**src/rtl/pism_pkg.sv**
```systemverilog
package pism_pkg;

  localparam logic [7:0] PISM_OFS_PWR_FLAGS = 8'h50;
  localparam logic [7:0] PISM_OFS_PWR_MASKS = 8'h51;
  localparam logic [7:0] PISM_OFS_PIN_FLAGS = 8'h52;
  localparam logic [7:0] PISM_OFS_PIN_MASKS = 8'h53;

  localparam logic [7:0] PISM_FLAGS_RST = 8'h00;
  localparam logic [7:0] PISM_MASKS_RST = 8'hFF;

  // field positions in the power event pair
  localparam int PISM_BIT_CLK_PERIOD = 7;
  localparam int PISM_BIT_CLK_ALARM  = 6;
  localparam int PISM_BIT_DIE_HOT    = 5;
  localparam int PISM_BIT_HOLD_RISE  = 4;
  localparam int PISM_BIT_BTN_LONG   = 3;
  localparam int PISM_BIT_BTN_PRESS  = 2;
  localparam int PISM_BIT_RESERVED   = 1;
  localparam int PISM_BIT_HOLD_FALL  = 0;

  localparam int PISM_NUM_PINS = 4;

  typedef struct packed {
    logic clock_period;
    logic clock_alarm;
    logic die_overheat;
    logic hold_rise;
    logic button_long;
    logic button_press;
    logic hold_fall;
  } pism_pwr_evt_s;

  typedef struct packed {
    logic [PISM_NUM_PINS-1:0] rise;
    logic [PISM_NUM_PINS-1:0] fall;
  } pism_pin_evt_s;

  typedef struct packed {
    logic       wr;
    logic       rd;
    logic [7:0] addr;
    logic [7:0] wdata;
  } pism_reg_req_s;

endpackage

```
**src/rtl/pism_irq_ctrl.sv**
```systemverilog
`timescale 1ns/10ps
module pism_irq_ctrl (
  input  wire logic                    clk_sys,
  input  wire logic                    rst_n,
  input  wire logic                    gen_rst_n,
  input  wire logic                    clk_en,
  input  wire pism_pkg::pism_reg_req_s reg_req,
  output logic [7:0]                   reg_rdata,
  input  wire pism_pkg::pism_pwr_evt_s pwr_evt,
  input  wire pism_pkg::pism_pin_evt_s pin_evt,
  output logic                         irq_out_line
);
  import pism_pkg::*;

  logic [7:0] pwr_flags_ff;
  logic [7:0] pwr_masks_ff;
  logic [7:0] pin_flags_ff;
  logic [7:0] pin_masks_ff;
  logic [7:0] rdata_ff;
  logic       irq_ff;

  wire wr_pwr_flags = reg_req.wr && reg_req.addr == PISM_OFS_PWR_FLAGS;
  wire wr_pwr_masks = reg_req.wr && reg_req.addr == PISM_OFS_PWR_MASKS;
  wire wr_pin_flags = reg_req.wr && reg_req.addr == PISM_OFS_PIN_FLAGS;
  wire wr_pin_masks = reg_req.wr && reg_req.addr == PISM_OFS_PIN_MASKS;

  logic [7:0] pwr_set;
  always_comb begin
    pwr_set = 8'h00;
    pwr_set[PISM_BIT_CLK_PERIOD] = pwr_evt.clock_period;
    pwr_set[PISM_BIT_CLK_ALARM]  = pwr_evt.clock_alarm;
    pwr_set[PISM_BIT_DIE_HOT]    = pwr_evt.die_overheat;
    pwr_set[PISM_BIT_HOLD_RISE]  = pwr_evt.hold_rise;
    pwr_set[PISM_BIT_BTN_LONG]   = pwr_evt.button_long;
    pwr_set[PISM_BIT_BTN_PRESS]  = pwr_evt.button_press;
    pwr_set[PISM_BIT_HOLD_FALL]  = pwr_evt.hold_fall;
  end

  logic [7:0] pin_set;
  for (genvar n = 0; n < PISM_NUM_PINS; n++) begin : g_pin
    assign pin_set[2*n]   = pin_evt.rise[n];
    assign pin_set[2*n+1] = pin_evt.fall[n];
  end

  // set beats a same-cycle clear so no event is lost
  wire [7:0] pwr_clr = wr_pwr_flags ? reg_req.wdata : 8'h00;
  wire [7:0] pin_clr = wr_pin_flags ? reg_req.wdata : 8'h00;
  wire [7:0] nxt_pwr_flags = (pwr_flags_ff & ~pwr_clr) | pwr_set;
  wire [7:0] nxt_pin_flags = (pin_flags_ff & ~pin_clr) | pin_set;

  // reserved mask bit stays set whatever is written
  wire [7:0] nxt_pwr_masks = reg_req.wdata | 8'h02;
  wire [7:0] eff_pwr_masks = pwr_masks_ff | 8'h02;

  // masked bits still latch above, they only drop out here
  wire [7:0] pwr_active = nxt_pwr_flags & ~eff_pwr_masks;
  wire [7:0] pin_active = nxt_pin_flags & ~pin_masks_ff;
  // next flag values so a clear drops the line in one cycle;
  // a mask write reaches the line one cycle later
  wire nxt_irq = |pwr_active | |pin_active;

  wire [7:0] nxt_rdata =
    (reg_req.addr == PISM_OFS_PWR_FLAGS) ? pwr_flags_ff :
    (reg_req.addr == PISM_OFS_PWR_MASKS) ? eff_pwr_masks :
    (reg_req.addr == PISM_OFS_PIN_FLAGS) ? pin_flags_ff :
    (reg_req.addr == PISM_OFS_PIN_MASKS) ? pin_masks_ff : 8'h00;

  // flags live only in the full-reset domain
  always_ff @(posedge clk_sys) begin
    if (!rst_n) begin
      pwr_flags_ff <= PISM_FLAGS_RST;
      pin_flags_ff <= PISM_FLAGS_RST;
    end else if (clk_en) begin
      pwr_flags_ff <= nxt_pwr_flags;
      pin_flags_ff <= nxt_pin_flags;
    end
  end

  // masks also return to ones on the lighter general reset
  always_ff @(posedge clk_sys) begin
    if (!rst_n || !gen_rst_n) begin
      pwr_masks_ff <= PISM_MASKS_RST;
      pin_masks_ff <= PISM_MASKS_RST;
    end else if (clk_en) begin
      if (wr_pwr_masks) pwr_masks_ff <= nxt_pwr_masks;
      if (wr_pin_masks) pin_masks_ff <= reg_req.wdata;
    end
  end

  always_ff @(posedge clk_sys) begin
    if (!rst_n) begin
      rdata_ff <= 8'h00;
      irq_ff   <= 1'b0;
    end else if (clk_en) begin
      if (reg_req.rd) rdata_ff <= nxt_rdata;
      irq_ff <= nxt_irq;
    end
  end

  assign reg_rdata    = rdata_ff;
  assign irq_out_line = irq_ff;

  // flags: set, hold and clear
  sticky_flag_a: assert property (
    @(posedge clk_sys) disable iff (!rst_n)
    clk_en && pwr_set[PISM_BIT_DIE_HOT] |=> pwr_flags_ff[PISM_BIT_DIE_HOT])
    else $error("event did not set flag");

  flag_hold_a: assert property (
    @(posedge clk_sys) disable iff (!rst_n)
    !wr_pwr_flags |=>
      (pwr_flags_ff & $past(pwr_flags_ff)) == $past(pwr_flags_ff))
    else $error("power flag dropped without clear");

  set_wins_a: assert property (
    @(posedge clk_sys) disable iff (!rst_n)
    clk_en && wr_pin_flags && reg_req.wdata[2] && pin_set[2]
    |=> pin_flags_ff[2])
    else $error("same cycle clear lost an event");

  clear_one_a: assert property (
    @(posedge clk_sys) disable iff (!rst_n)
    clk_en && wr_pin_flags && reg_req.wdata[0] && !pin_set[0]
    |=> !pin_flags_ff[0])
    else $error("write one did not clear");

  hold_zero_a: assert property (
    @(posedge clk_sys) disable iff (!rst_n)
    clk_en && wr_pin_flags && !reg_req.wdata[3] && pin_flags_ff[3]
    |=> pin_flags_ff[3])
    else $error("write zero cleared flag");

  pwr_clear_a: assert property (
    @(posedge clk_sys) disable iff (!rst_n)
    clk_en && wr_pwr_flags && reg_req.wdata[PISM_BIT_CLK_PERIOD]
      && !pwr_set[PISM_BIT_CLK_PERIOD]
    |=> !pwr_flags_ff[PISM_BIT_CLK_PERIOD])
    else $error("power flag not cleared by one");

  // field positions
  reserved_zero_a: assert property (
    @(posedge clk_sys) disable iff (!rst_n)
    !pwr_flags_ff[PISM_BIT_RESERVED])
    else $error("reserved flag set");

  alarm_pos_a: assert property (
    @(posedge clk_sys) disable iff (!rst_n)
    clk_en && pwr_evt.clock_alarm |=> pwr_flags_ff[PISM_BIT_CLK_ALARM])
    else $error("alarm flag in wrong bit");

  pin_fall_a: assert property (
    @(posedge clk_sys) disable iff (!rst_n)
    clk_en && pin_evt.fall[3] |=> pin_flags_ff[7])
    else $error("pin fall bit wrong");

  pin_rise_a: assert property (
    @(posedge clk_sys) disable iff (!rst_n)
    clk_en && pin_evt.rise[2] |=> pin_flags_ff[4])
    else $error("pin rise bit wrong");

  // masking and mask registers
  masked_quiet_a: assert property (
    @(posedge clk_sys) disable iff (!rst_n)
    clk_en && pwr_masks_ff == 8'hFF && pin_masks_ff == 8'hFF
    && $stable(pwr_masks_ff) |=> !irq_out_line)
    else $error("masked event raised line");

  masked_latch_a: assert property (
    @(posedge clk_sys) disable iff (!rst_n)
    clk_en && pwr_masks_ff[PISM_BIT_BTN_PRESS] && pwr_evt.button_press
    |=> pwr_flags_ff[PISM_BIT_BTN_PRESS])
    else $error("masked event did not latch");

  irq_on_a: assert property (
    @(posedge clk_sys) disable iff (!rst_n)
    clk_en && !wr_pwr_flags && pwr_flags_ff[PISM_BIT_DIE_HOT]
      && !pwr_masks_ff[PISM_BIT_DIE_HOT]
    |=> irq_out_line)
    else $error("unmasked flag did not raise line");

  rsv_read_a: assert property (
    @(posedge clk_sys) disable iff (!rst_n)
    clk_en && reg_req.rd && reg_req.addr == PISM_OFS_PWR_MASKS
    |=> reg_rdata[PISM_BIT_RESERVED])
    else $error("reserved mask read as clear");

  pwr_mask_wr_a: assert property (
    @(posedge clk_sys) disable iff (!rst_n)
    clk_en && gen_rst_n && wr_pwr_masks
    |=> pwr_masks_ff[PISM_BIT_RESERVED] && pwr_masks_ff[PISM_BIT_HOLD_FALL]
      == $past(reg_req.wdata[PISM_BIT_HOLD_FALL]))
    else $error("power mask write wrong");

  pin_mask_wr_a: assert property (
    @(posedge clk_sys) disable iff (!rst_n)
    clk_en && gen_rst_n && wr_pin_masks
    |=> pin_masks_ff == $past(reg_req.wdata))
    else $error("pin mask write wrong");

  // reset domains
  masks_init_a: assert property (
    @(posedge clk_sys)
    !rst_n |=> pwr_masks_ff == PISM_MASKS_RST
      && pin_masks_ff == PISM_MASKS_RST)
    else $error("full reset left masks open");

  full_reset_a: assert property (
    @(posedge clk_sys)
    !rst_n |=> pwr_flags_ff == PISM_FLAGS_RST
      && pin_flags_ff == PISM_FLAGS_RST && !irq_out_line)
    else $error("full reset left flags or line");

  flag_keep_a: assert property (
    @(posedge clk_sys) disable iff (!rst_n)
    !gen_rst_n && !wr_pin_flags |=>
      (pin_flags_ff & $past(pin_flags_ff)) == $past(pin_flags_ff))
    else $error("general reset touched flags");

  mask_reset_a: assert property (
    @(posedge clk_sys) disable iff (!rst_n)
    !gen_rst_n |=> pwr_masks_ff == PISM_MASKS_RST
    && pin_masks_ff == PISM_MASKS_RST)
    else $error("general reset missed masks");

  // interrupt line
  irq_level_a: assert property (
    @(posedge clk_sys) disable iff (!rst_n)
    clk_en |=> irq_out_line == $past(nxt_irq))
    else $error("line does not follow flags");

  irq_off_a: assert property (
    @(posedge clk_sys) disable iff (!rst_n)
    clk_en && pwr_flags_ff == 8'h00 && pin_flags_ff == 8'h00
      && pwr_set == 8'h00 && pin_set == 8'h00
    |=> !irq_out_line)
    else $error("line active with no flag");

  freeze_hold_a: assert property (
    @(posedge clk_sys) disable iff (!rst_n)
    !clk_en && gen_rst_n |=> $stable(pwr_flags_ff) && $stable(pin_flags_ff)
      && $stable(pwr_masks_ff) && $stable(pin_masks_ff)
      && $stable(irq_out_line) && $stable(reg_rdata))
    else $error("state moved while clock enable low");

endmodule

```
**config.mk**
```make
export PLATFORM = sky130hd
export DESIGN_NAME = pism_irq_ctrl
export DESIGN_NICKNAME = d
export VERILOG_FILES = /design/src/rtl/pism_pkg.sv /design/src/rtl/pism_irq_ctrl.sv
export SDC_FILE = /design/constraint.sdc
export NUM_CORES = 1
export LEC_CHECK = 0
export BUFFER_PORTS_ARGS = -buffer_cell sky130_fd_sc_hd__buf_2
export CAP_MARGIN = 20
export CORE_MARGIN = 2
export CORE_UTILIZATION = 28
export CTS_CLUSTER_SIZE = 10
export DETAILED_ROUTE_END_ITERATION = 16
export GPL_TIMING_DRIVEN = 0
export RECOVER_POWER = 50
export SLEW_MARGIN = 20
export SYNTH_ARGS = -nofsm -noshare
export SYNTH_HDL_FRONTEND = slang
export SYNTH_SLANG_ARGS = --single-unit
```
**constraint.sdc**
```tcl
create_clock -name clk_sys -period 2.5 [get_ports clk_sys]
set_clock_uncertainty 0.05 [all_clocks]
set_input_delay 0.25 -clock clk_sys [delete_from_list [all_inputs] [get_ports clk_sys]]
set_output_delay 0.25 -clock clk_sys [all_outputs]
set_load 0.02 [all_outputs]
```
==> results.md, run 1 <==
* 87.6% — post-route clock period utilization
* 17.8% — fraction of final layout cells with drive strength greater than 1
* 40 — #FFs+latches synth
* 1040 ps — Tightest Pin Transition
* 0 — count of hold-fix buffers inserted at cts
* buf_2 > or4b_1 > clkbuf_1 > nor4_2 > nand2_1 > a22oi_1 > nor2b_1 — critical path, cell by cell
* 457 MHz — timing-limited maximum frequency
* 7610 um2 — area inside the core boundary
* 2510 um2 — total cell area at the placement stage
* 0 — number of antenna violations at the first check in global routing
* 13 — pin count of the biggest net entering global routing
* 4880 um — Post-DP HPWL
* 28.6% — initial core utilization
* 4 — DR pass1 iterations
* 0.212 mV — largest vdd supply drop
* 24.0% — met2 global-route usage
* dfxtp_1 — most frequent standard cell in the layout excluding fill and tap cells
* 0 — number of gates given a new drive strength after cts
* 16.0% — total routing resource utilization after global routing
* 247 — synthesized instance count
* 80 ps — Clk pin slew, worst setup/hold paths
* 2330 ps — Data arrival, critical path
* 2640 ps — required time reported for the critical path endpoint
* flop — Critical Path Sink Type
* 92.1 um — overall die width
* 290 ps — worst-skew pair later-pin latency
* 5 — number of buffers created by CTS
* 2190 ps — min Tclk post-route
* 2025 — total vias in the final route
* 40 — CTS sink count
* 0 — DRC violation count after routing
* 32 — number of placement rows
* 2170 um2 — Cell Area, Synth
* 551 nW/um2 — PD cells
* 8 — maximum fanout encountered on the critical timing path
* 5.06 — vias per std cell
* 334 — Final #Nets
* 22.5% — met1 capacity usage during global routing
* 36.9% — sequential element share of the synthesized area
* 43 — input/output buffers
* 0 — ANT nets after route
* input pin to flop — classification of the worst setup path
* 284 — net count after synthesis
* nor4_2 — library cell contributing the largest single delay on the critical path
* 0 — grt ovf
* 0 — number of antenna cells inserted
* 0 — Post CTS Setup Buffer Count
* 174 ps — worst hold margin
* 92.1 um — Chip Height
* 0 — number of maximum-capacitance violations
* 0 — Final Hold Violating Endpoints
* dfxtp_1, nand2_1, buf_2 — highest-count cells in the layout ignoring fill and taps
* 2 — Bufs on Longest Clock Path
* clkbuf_8 — CTS Root Buffer Type
* 6570 um — final wirelength
* input pin — sort of element at the start of the critical path
* 0 — Yosys warning count
* 0.983 nW — leakage power
* input pin to flop — hold crit path type
* 30.2% — Slew HR
* 2 — depth of the CTS H-tree
* 167 — First DRT Iteration DRCs
* 0.880 — final weighted congestion of routability-driven global placement
* built — TritonCTS clock tree
* 0 — number of slew-limit violations in the final report
* 0 — count of final setup violators
* 8.79 um2 — per-instance average area after synthesis
* 8480 um2 — overall die area
* 2600 um2 — final design instance area without fill
* 16.4 um — average wire per cell in the routed design
* 1890 — vias in the first global route
* met2 — busiest metal layer after global routing
* finished clean — outcome
* 40 — Yosys cell types
* 10300 um — first-pass GRT wire length
* no — unrepaired setup endpoints after global routing
* 4.35% — global routing met3 resource utilization
* 19.7% — area growth from synthesis to final layout
* 820 ps — worst stage delay on the critical path
* 46 — count of boundary I/O pins
* 0 ps — Setup TNS
sequential cells by signal (all words and copies together), names as in the netlist:
name	count
pin_masks_ff	8
irq_out_line	1
pin_flags_ff	8
reg_rdata	8
pwr_masks_ff	7
pwr_flags_ff	8
logic make-up after synthesis:
group | count (synthesis) | share of synthesized area (%)
and+or+nand+nor | 96 | 24.0
buffers and inverters | 24 | 4.90
AOI/OAI and AO/OA | 64 | 21.1
DFF | 40 | 36.9
muxes | 23 | 13.1
metal layers:
metal	part of all wire, %	routed length [um]
met5	0	0
met2	45	2940
met3	4.9	325
met4	1.2	80
met1	49	3230
synth_stat cells (all sizes together):
master / count / area (um2)
o22a: 1 / 8.76
a21oi: 5 / 25.0
a41oi: 1 / 8.76
clkbuf: 11 / 41.3
a21boi: 7 / 52.6
mux4: 4 / 90.1
or4b: 1 / 10.0
nand4bb: 1 / 11.3
o2111ai: 1 / 8.76
nor2: 15 / 56.3
nor2b: 17 / 106
nand2: 36 / 135
and3b: 2 / 17.5
o32ai: 2 / 17.5
mux2i: 15 / 150
o21ai: 8 / 40.0
inv: 9 / 33.8
or3: 1 / 6.26
o22ai: 2 / 12.5
o21bai: 12 / 90.1
nor3: 4 / 31.3
o21a: 1 / 7.51
nand3: 1 / 5.00
a22oi: 17 / 128
dfxtp: 40 / 801
a211oi: 4 / 30.0
mux2: 4 / 45.0
a32oi: 1 / 8.76
nor4b: 2 / 23.8
and2: 1 / 6.26
a32o: 2 / 20.0
nor3b: 3 / 22.5
nand2b: 4 / 25.0
nor4: 8 / 65.1
buf: 4 / 31.3
power by group:
group	internal, mW	switching [mW]
Combinational	0.0724	0.101
Clock	0.353	0.232
Sequential	0.657	0.0156
Total	1.08	0.349
metrics by stage:
| step | std cells | total power, mW | setup WS (ps) | util, % |
|---|---|---|---|---|
| finish | 400 | 1.43 | 310 | 34.2 |
| global route | 400 | 1.49 | 163 | 34.2 |
| CTS | 400 | 1.45 | 449 | 34.7 |
| detailed placement | 392 | 0.864 | 128 | 33.1 |
| global placement | 392 | 0.861 | 130 | 33.1 |
| floorplan | 247 | 0.781 | 626 | - |
layout make-up:
type	instances	area, um2
Sequential cell	40	801
Clock inverter	1	30.0
Tap cell	102	128
Multi-Input combinational cell	183	1250
Timing Repair Buffer	43	204
Fill cell	825	5010
Buffer	15	57.6
Clock buffer	7	96.3
Inverter	9	33.8
final timing paths:
| kind | slack [ps] | startpoint | end | depth (start not counted) |
|---|---|---|---|---|
| max reg2reg | 1000 | pin_flags_ff[3] | irq_out_line | 5 |
| min | 170 | reg_req[17] | pwr_flags_ff[1] | 2 |
| min reg2reg | 400 | pwr_flags_ff[1] | pwr_flags_ff[1] | 2 |
| max | 310 | reg_req[8] | pin_flags_ff[0] | 7 |
worst max-delay path, delay by kind of cell:
kind,cells,cell delay (ps)
buf+inv,2,370
simple gates,4,1530
compound gates,1,180
Power figures use the tool's default switching activity.
==> run 2, diff against run 1 <==
--- a/config.mk
+++ b/config.mk
@@ -5,13 +5,14 @@
 export SDC_FILE = /design/constraint.sdc
 export NUM_CORES = 1
 export LEC_CHECK = 0
-export BUFFER_PORTS_ARGS = -buffer_cell sky130_fd_sc_hd__buf_2
+export BUFFER_PORTS_ARGS = -buffer_cell sky130_fd_sc_hd__clkbuf_2
 export CAP_MARGIN = 20
 export CORE_MARGIN = 2
 export CORE_UTILIZATION = 28
 export CTS_CLUSTER_SIZE = 10
 export DETAILED_ROUTE_END_ITERATION = 16
 export GPL_TIMING_DRIVEN = 0
+export PLACE_DENSITY_LB_ADDON = 0.1
 export RECOVER_POWER = 50
 export SLEW_MARGIN = 20
 export SYNTH_ARGS = -nofsm -noshare
==> run 2 against run 1 <==
Wire length rose by 8.7%. Global-route usage rose by 1.2 points. Largest power group unchanged. Core utilization fell by 0.16 points. Cell area fell by 0.48%. Sequential power barely moved. Clock-buffer cell count fell by 1. Sequential share of layout area rose by 0.15 points. Highest routed layer unchanged. Cell count did not move.
==> results.md, run 2 (synthesis gave the netlist of run 1 again) <==
* finished clean — outcome
* 46 — count of boundary I/O pins
* 685 ps — Tightest Pin Transition
* 19.1% — area growth from synthesis to final layout
* 362 uW — switching power
* 32 — number of placement rows
* dfxtp_1, nand2_1, clkbuf_2 — highest-count cells in the layout ignoring fill and taps
* no — unrepaired setup endpoints after global routing
* 92.1 um — Chip Height
* 8480 um2 — overall die area
* clkbuf_2 > nand4bb_1 > clkbuf_1 > or3_1 > buf_6 > nor4b_2 > clkbuf_1 > mux2i_1 > nand2_1 — critical path, cell by cell
* flop — Critical Path Sink Type
* 99 — First DRT Iteration DRCs
* input pin to flop — classification of the worst setup path
* 0 — number of maximum-capacitance violations
* dfxtp_1 — most frequent standard cell in the layout excluding fill and tap cells
* 18.1% — fraction of final layout cells with drive strength greater than 1
* 848 — number of fill cells
* 34.0% — final core utilization
* 0 ps — Setup TNS
* 35.2% — Clk network pwr share
* 5.06 — vias per std cell
* 5180 um — Post-DP HPWL
* 0 — number of gates given a new drive strength after cts
* 43 — input/output buffers
* 0 — DRC violation count after routing
* 91.1% — post-route clock period utilization
* 0.778 — final weighted congestion of routability-driven global placement
* 334 — Final #Nets
* 80 ps — Clk pin slew, worst setup/hold paths
* 7140 um — final wirelength
* 13.5% — Combinational Power Share
* 290 ps — worst-skew pair later-pin latency
* 392 — placed cell count
* 157 ps — worst hold margin
* 51.3% — sequential group share of total power
* 4 — DR pass1 iterations
* 439 MHz — timing-limited maximum frequency
* 27.6% — proportion of total power due to net switching
* 92.1 um — overall die width
* 40 — CTS sink count
* 0 — count of hold-fix buffers inserted at cts
* 5 — number of buffers created by CTS
* 2 — Bufs on Longest Clock Path
* 0 — number of antenna cells inserted
* 2390 ps — Data arrival, critical path
* 2610 ps — required time reported for the critical path endpoint
* 2510 um2 — total cell area at the placement stage
* 17.3% — total routing resource utilization after global routing
* 0 — count of final setup violators
* 7610 um2 — area inside the core boundary
* 4 — Critical path buffers and inverters
* 54.2% — Slew HR
* 17.9 um — average wire per cell in the routed design
* input pin — sort of element at the start of the critical path
* 11100 um — first-pass GRT wire length
* 0 — Final Hold Violating Endpoints
* 9 — maximum fanout encountered on the critical timing path
* clkbuf_1 — library cell contributing the largest single delay on the critical path
* 2590 um2 — final design instance area without fill
* 2 — depth of the CTS H-tree
* 222 ps — post-layout worst setup margin
* input pin to flop — hold crit path type
* 2025 — total vias in the final route
* clkbuf_1 — most common cell type on the critical path
* 0 — grt ovf
* 507 nW/um2 — PD cells
* buffers and inverters — category of cells accounting for the largest share of critical-path delay
* 0.981 nW — leakage power
* 36.9 ps — DP Worst Slack
* 400 — final non-filler cell total
* 951 uW — internal power summed over all cells
* 0 — ANT nets after route
* 0 — Post CTS Setup Buffer Count
* 2001 — vias in the first global route
* 13 — pin count of the biggest net entering global routing
* 0.238 mV — largest vdd supply drop
* 1.31 mW — Design Power
* built — TritonCTS clock tree
* 530 ps — worst stage delay on the critical path
* 2280 ps — min Tclk post-route
* 28.6% — initial core utilization
* 0 — number of slew-limit violations in the final report
* 0 — number of antenna violations at the first check in global routing
* clkbuf_8 — CTS Root Buffer Type
## run 2: worst register-to-register path: cells and delay by family, from the launching register on
family	cells	cell delay, ps
AOI/OAI and AO/OA	4	630
DFF	1	330
and+or+nand+nor	1	350
## run 2: layout make-up
class                   instances  area, um2  share of cell area, %
plain buffers                  15       65.1                   2.51
clock buffers                   6       82.6                   3.19
clock inverters                 2       10.0                  0.387
inverters                       9       33.8                   1.31
multi-input cells             183       1260                   48.9
flip-flops and latches         40        801                   30.9
well taps                     102        128                   4.93
repair buffers                 43        203                   7.83
## run 2: final timing paths
| check | from | endpoint | slack (ps) | cells after the start |
|---|---|---|---|---|
| min reg2reg | pwr_flags_ff[1] | pwr_flags_ff[1] | 400 | 2 |
| max reg2reg | pin_flags_ff[3] | irq_out_line | 1020 | 5 |
| min | reg_req[17] | pwr_flags_ff[1] | 160 | 2 |
| max | reg_req[13] | pwr_masks_ff[4] | 220 | 9 |
## run 2: power by group through the flow
| stage | sequential, mW | clock [mW] | combinational (mW) |
|---|---|---|---|
| final | 0.674 | 0.462 | 0.177 |
| after global routing | 0.676 | 0.498 | 0.198 |
| after CTS | 0.674 | 0.474 | 0.180 |
| after detailed placement | 0.689 | 0 | 0.179 |
| after global placement | 0.688 | 0 | 0.179 |
| after floorplan | 0.688 | 0 | 0.0928 |
## run 2: metal layers
metal  vias up  part of all wire, %  global-route usage, %
li1        997                    -                      -
met1       966                   48                   24.6
met2        56                   44                   27.1
met3         6                  6.4                   3.04
met4         0                  1.1                   4.10
met5         -                    0                      0
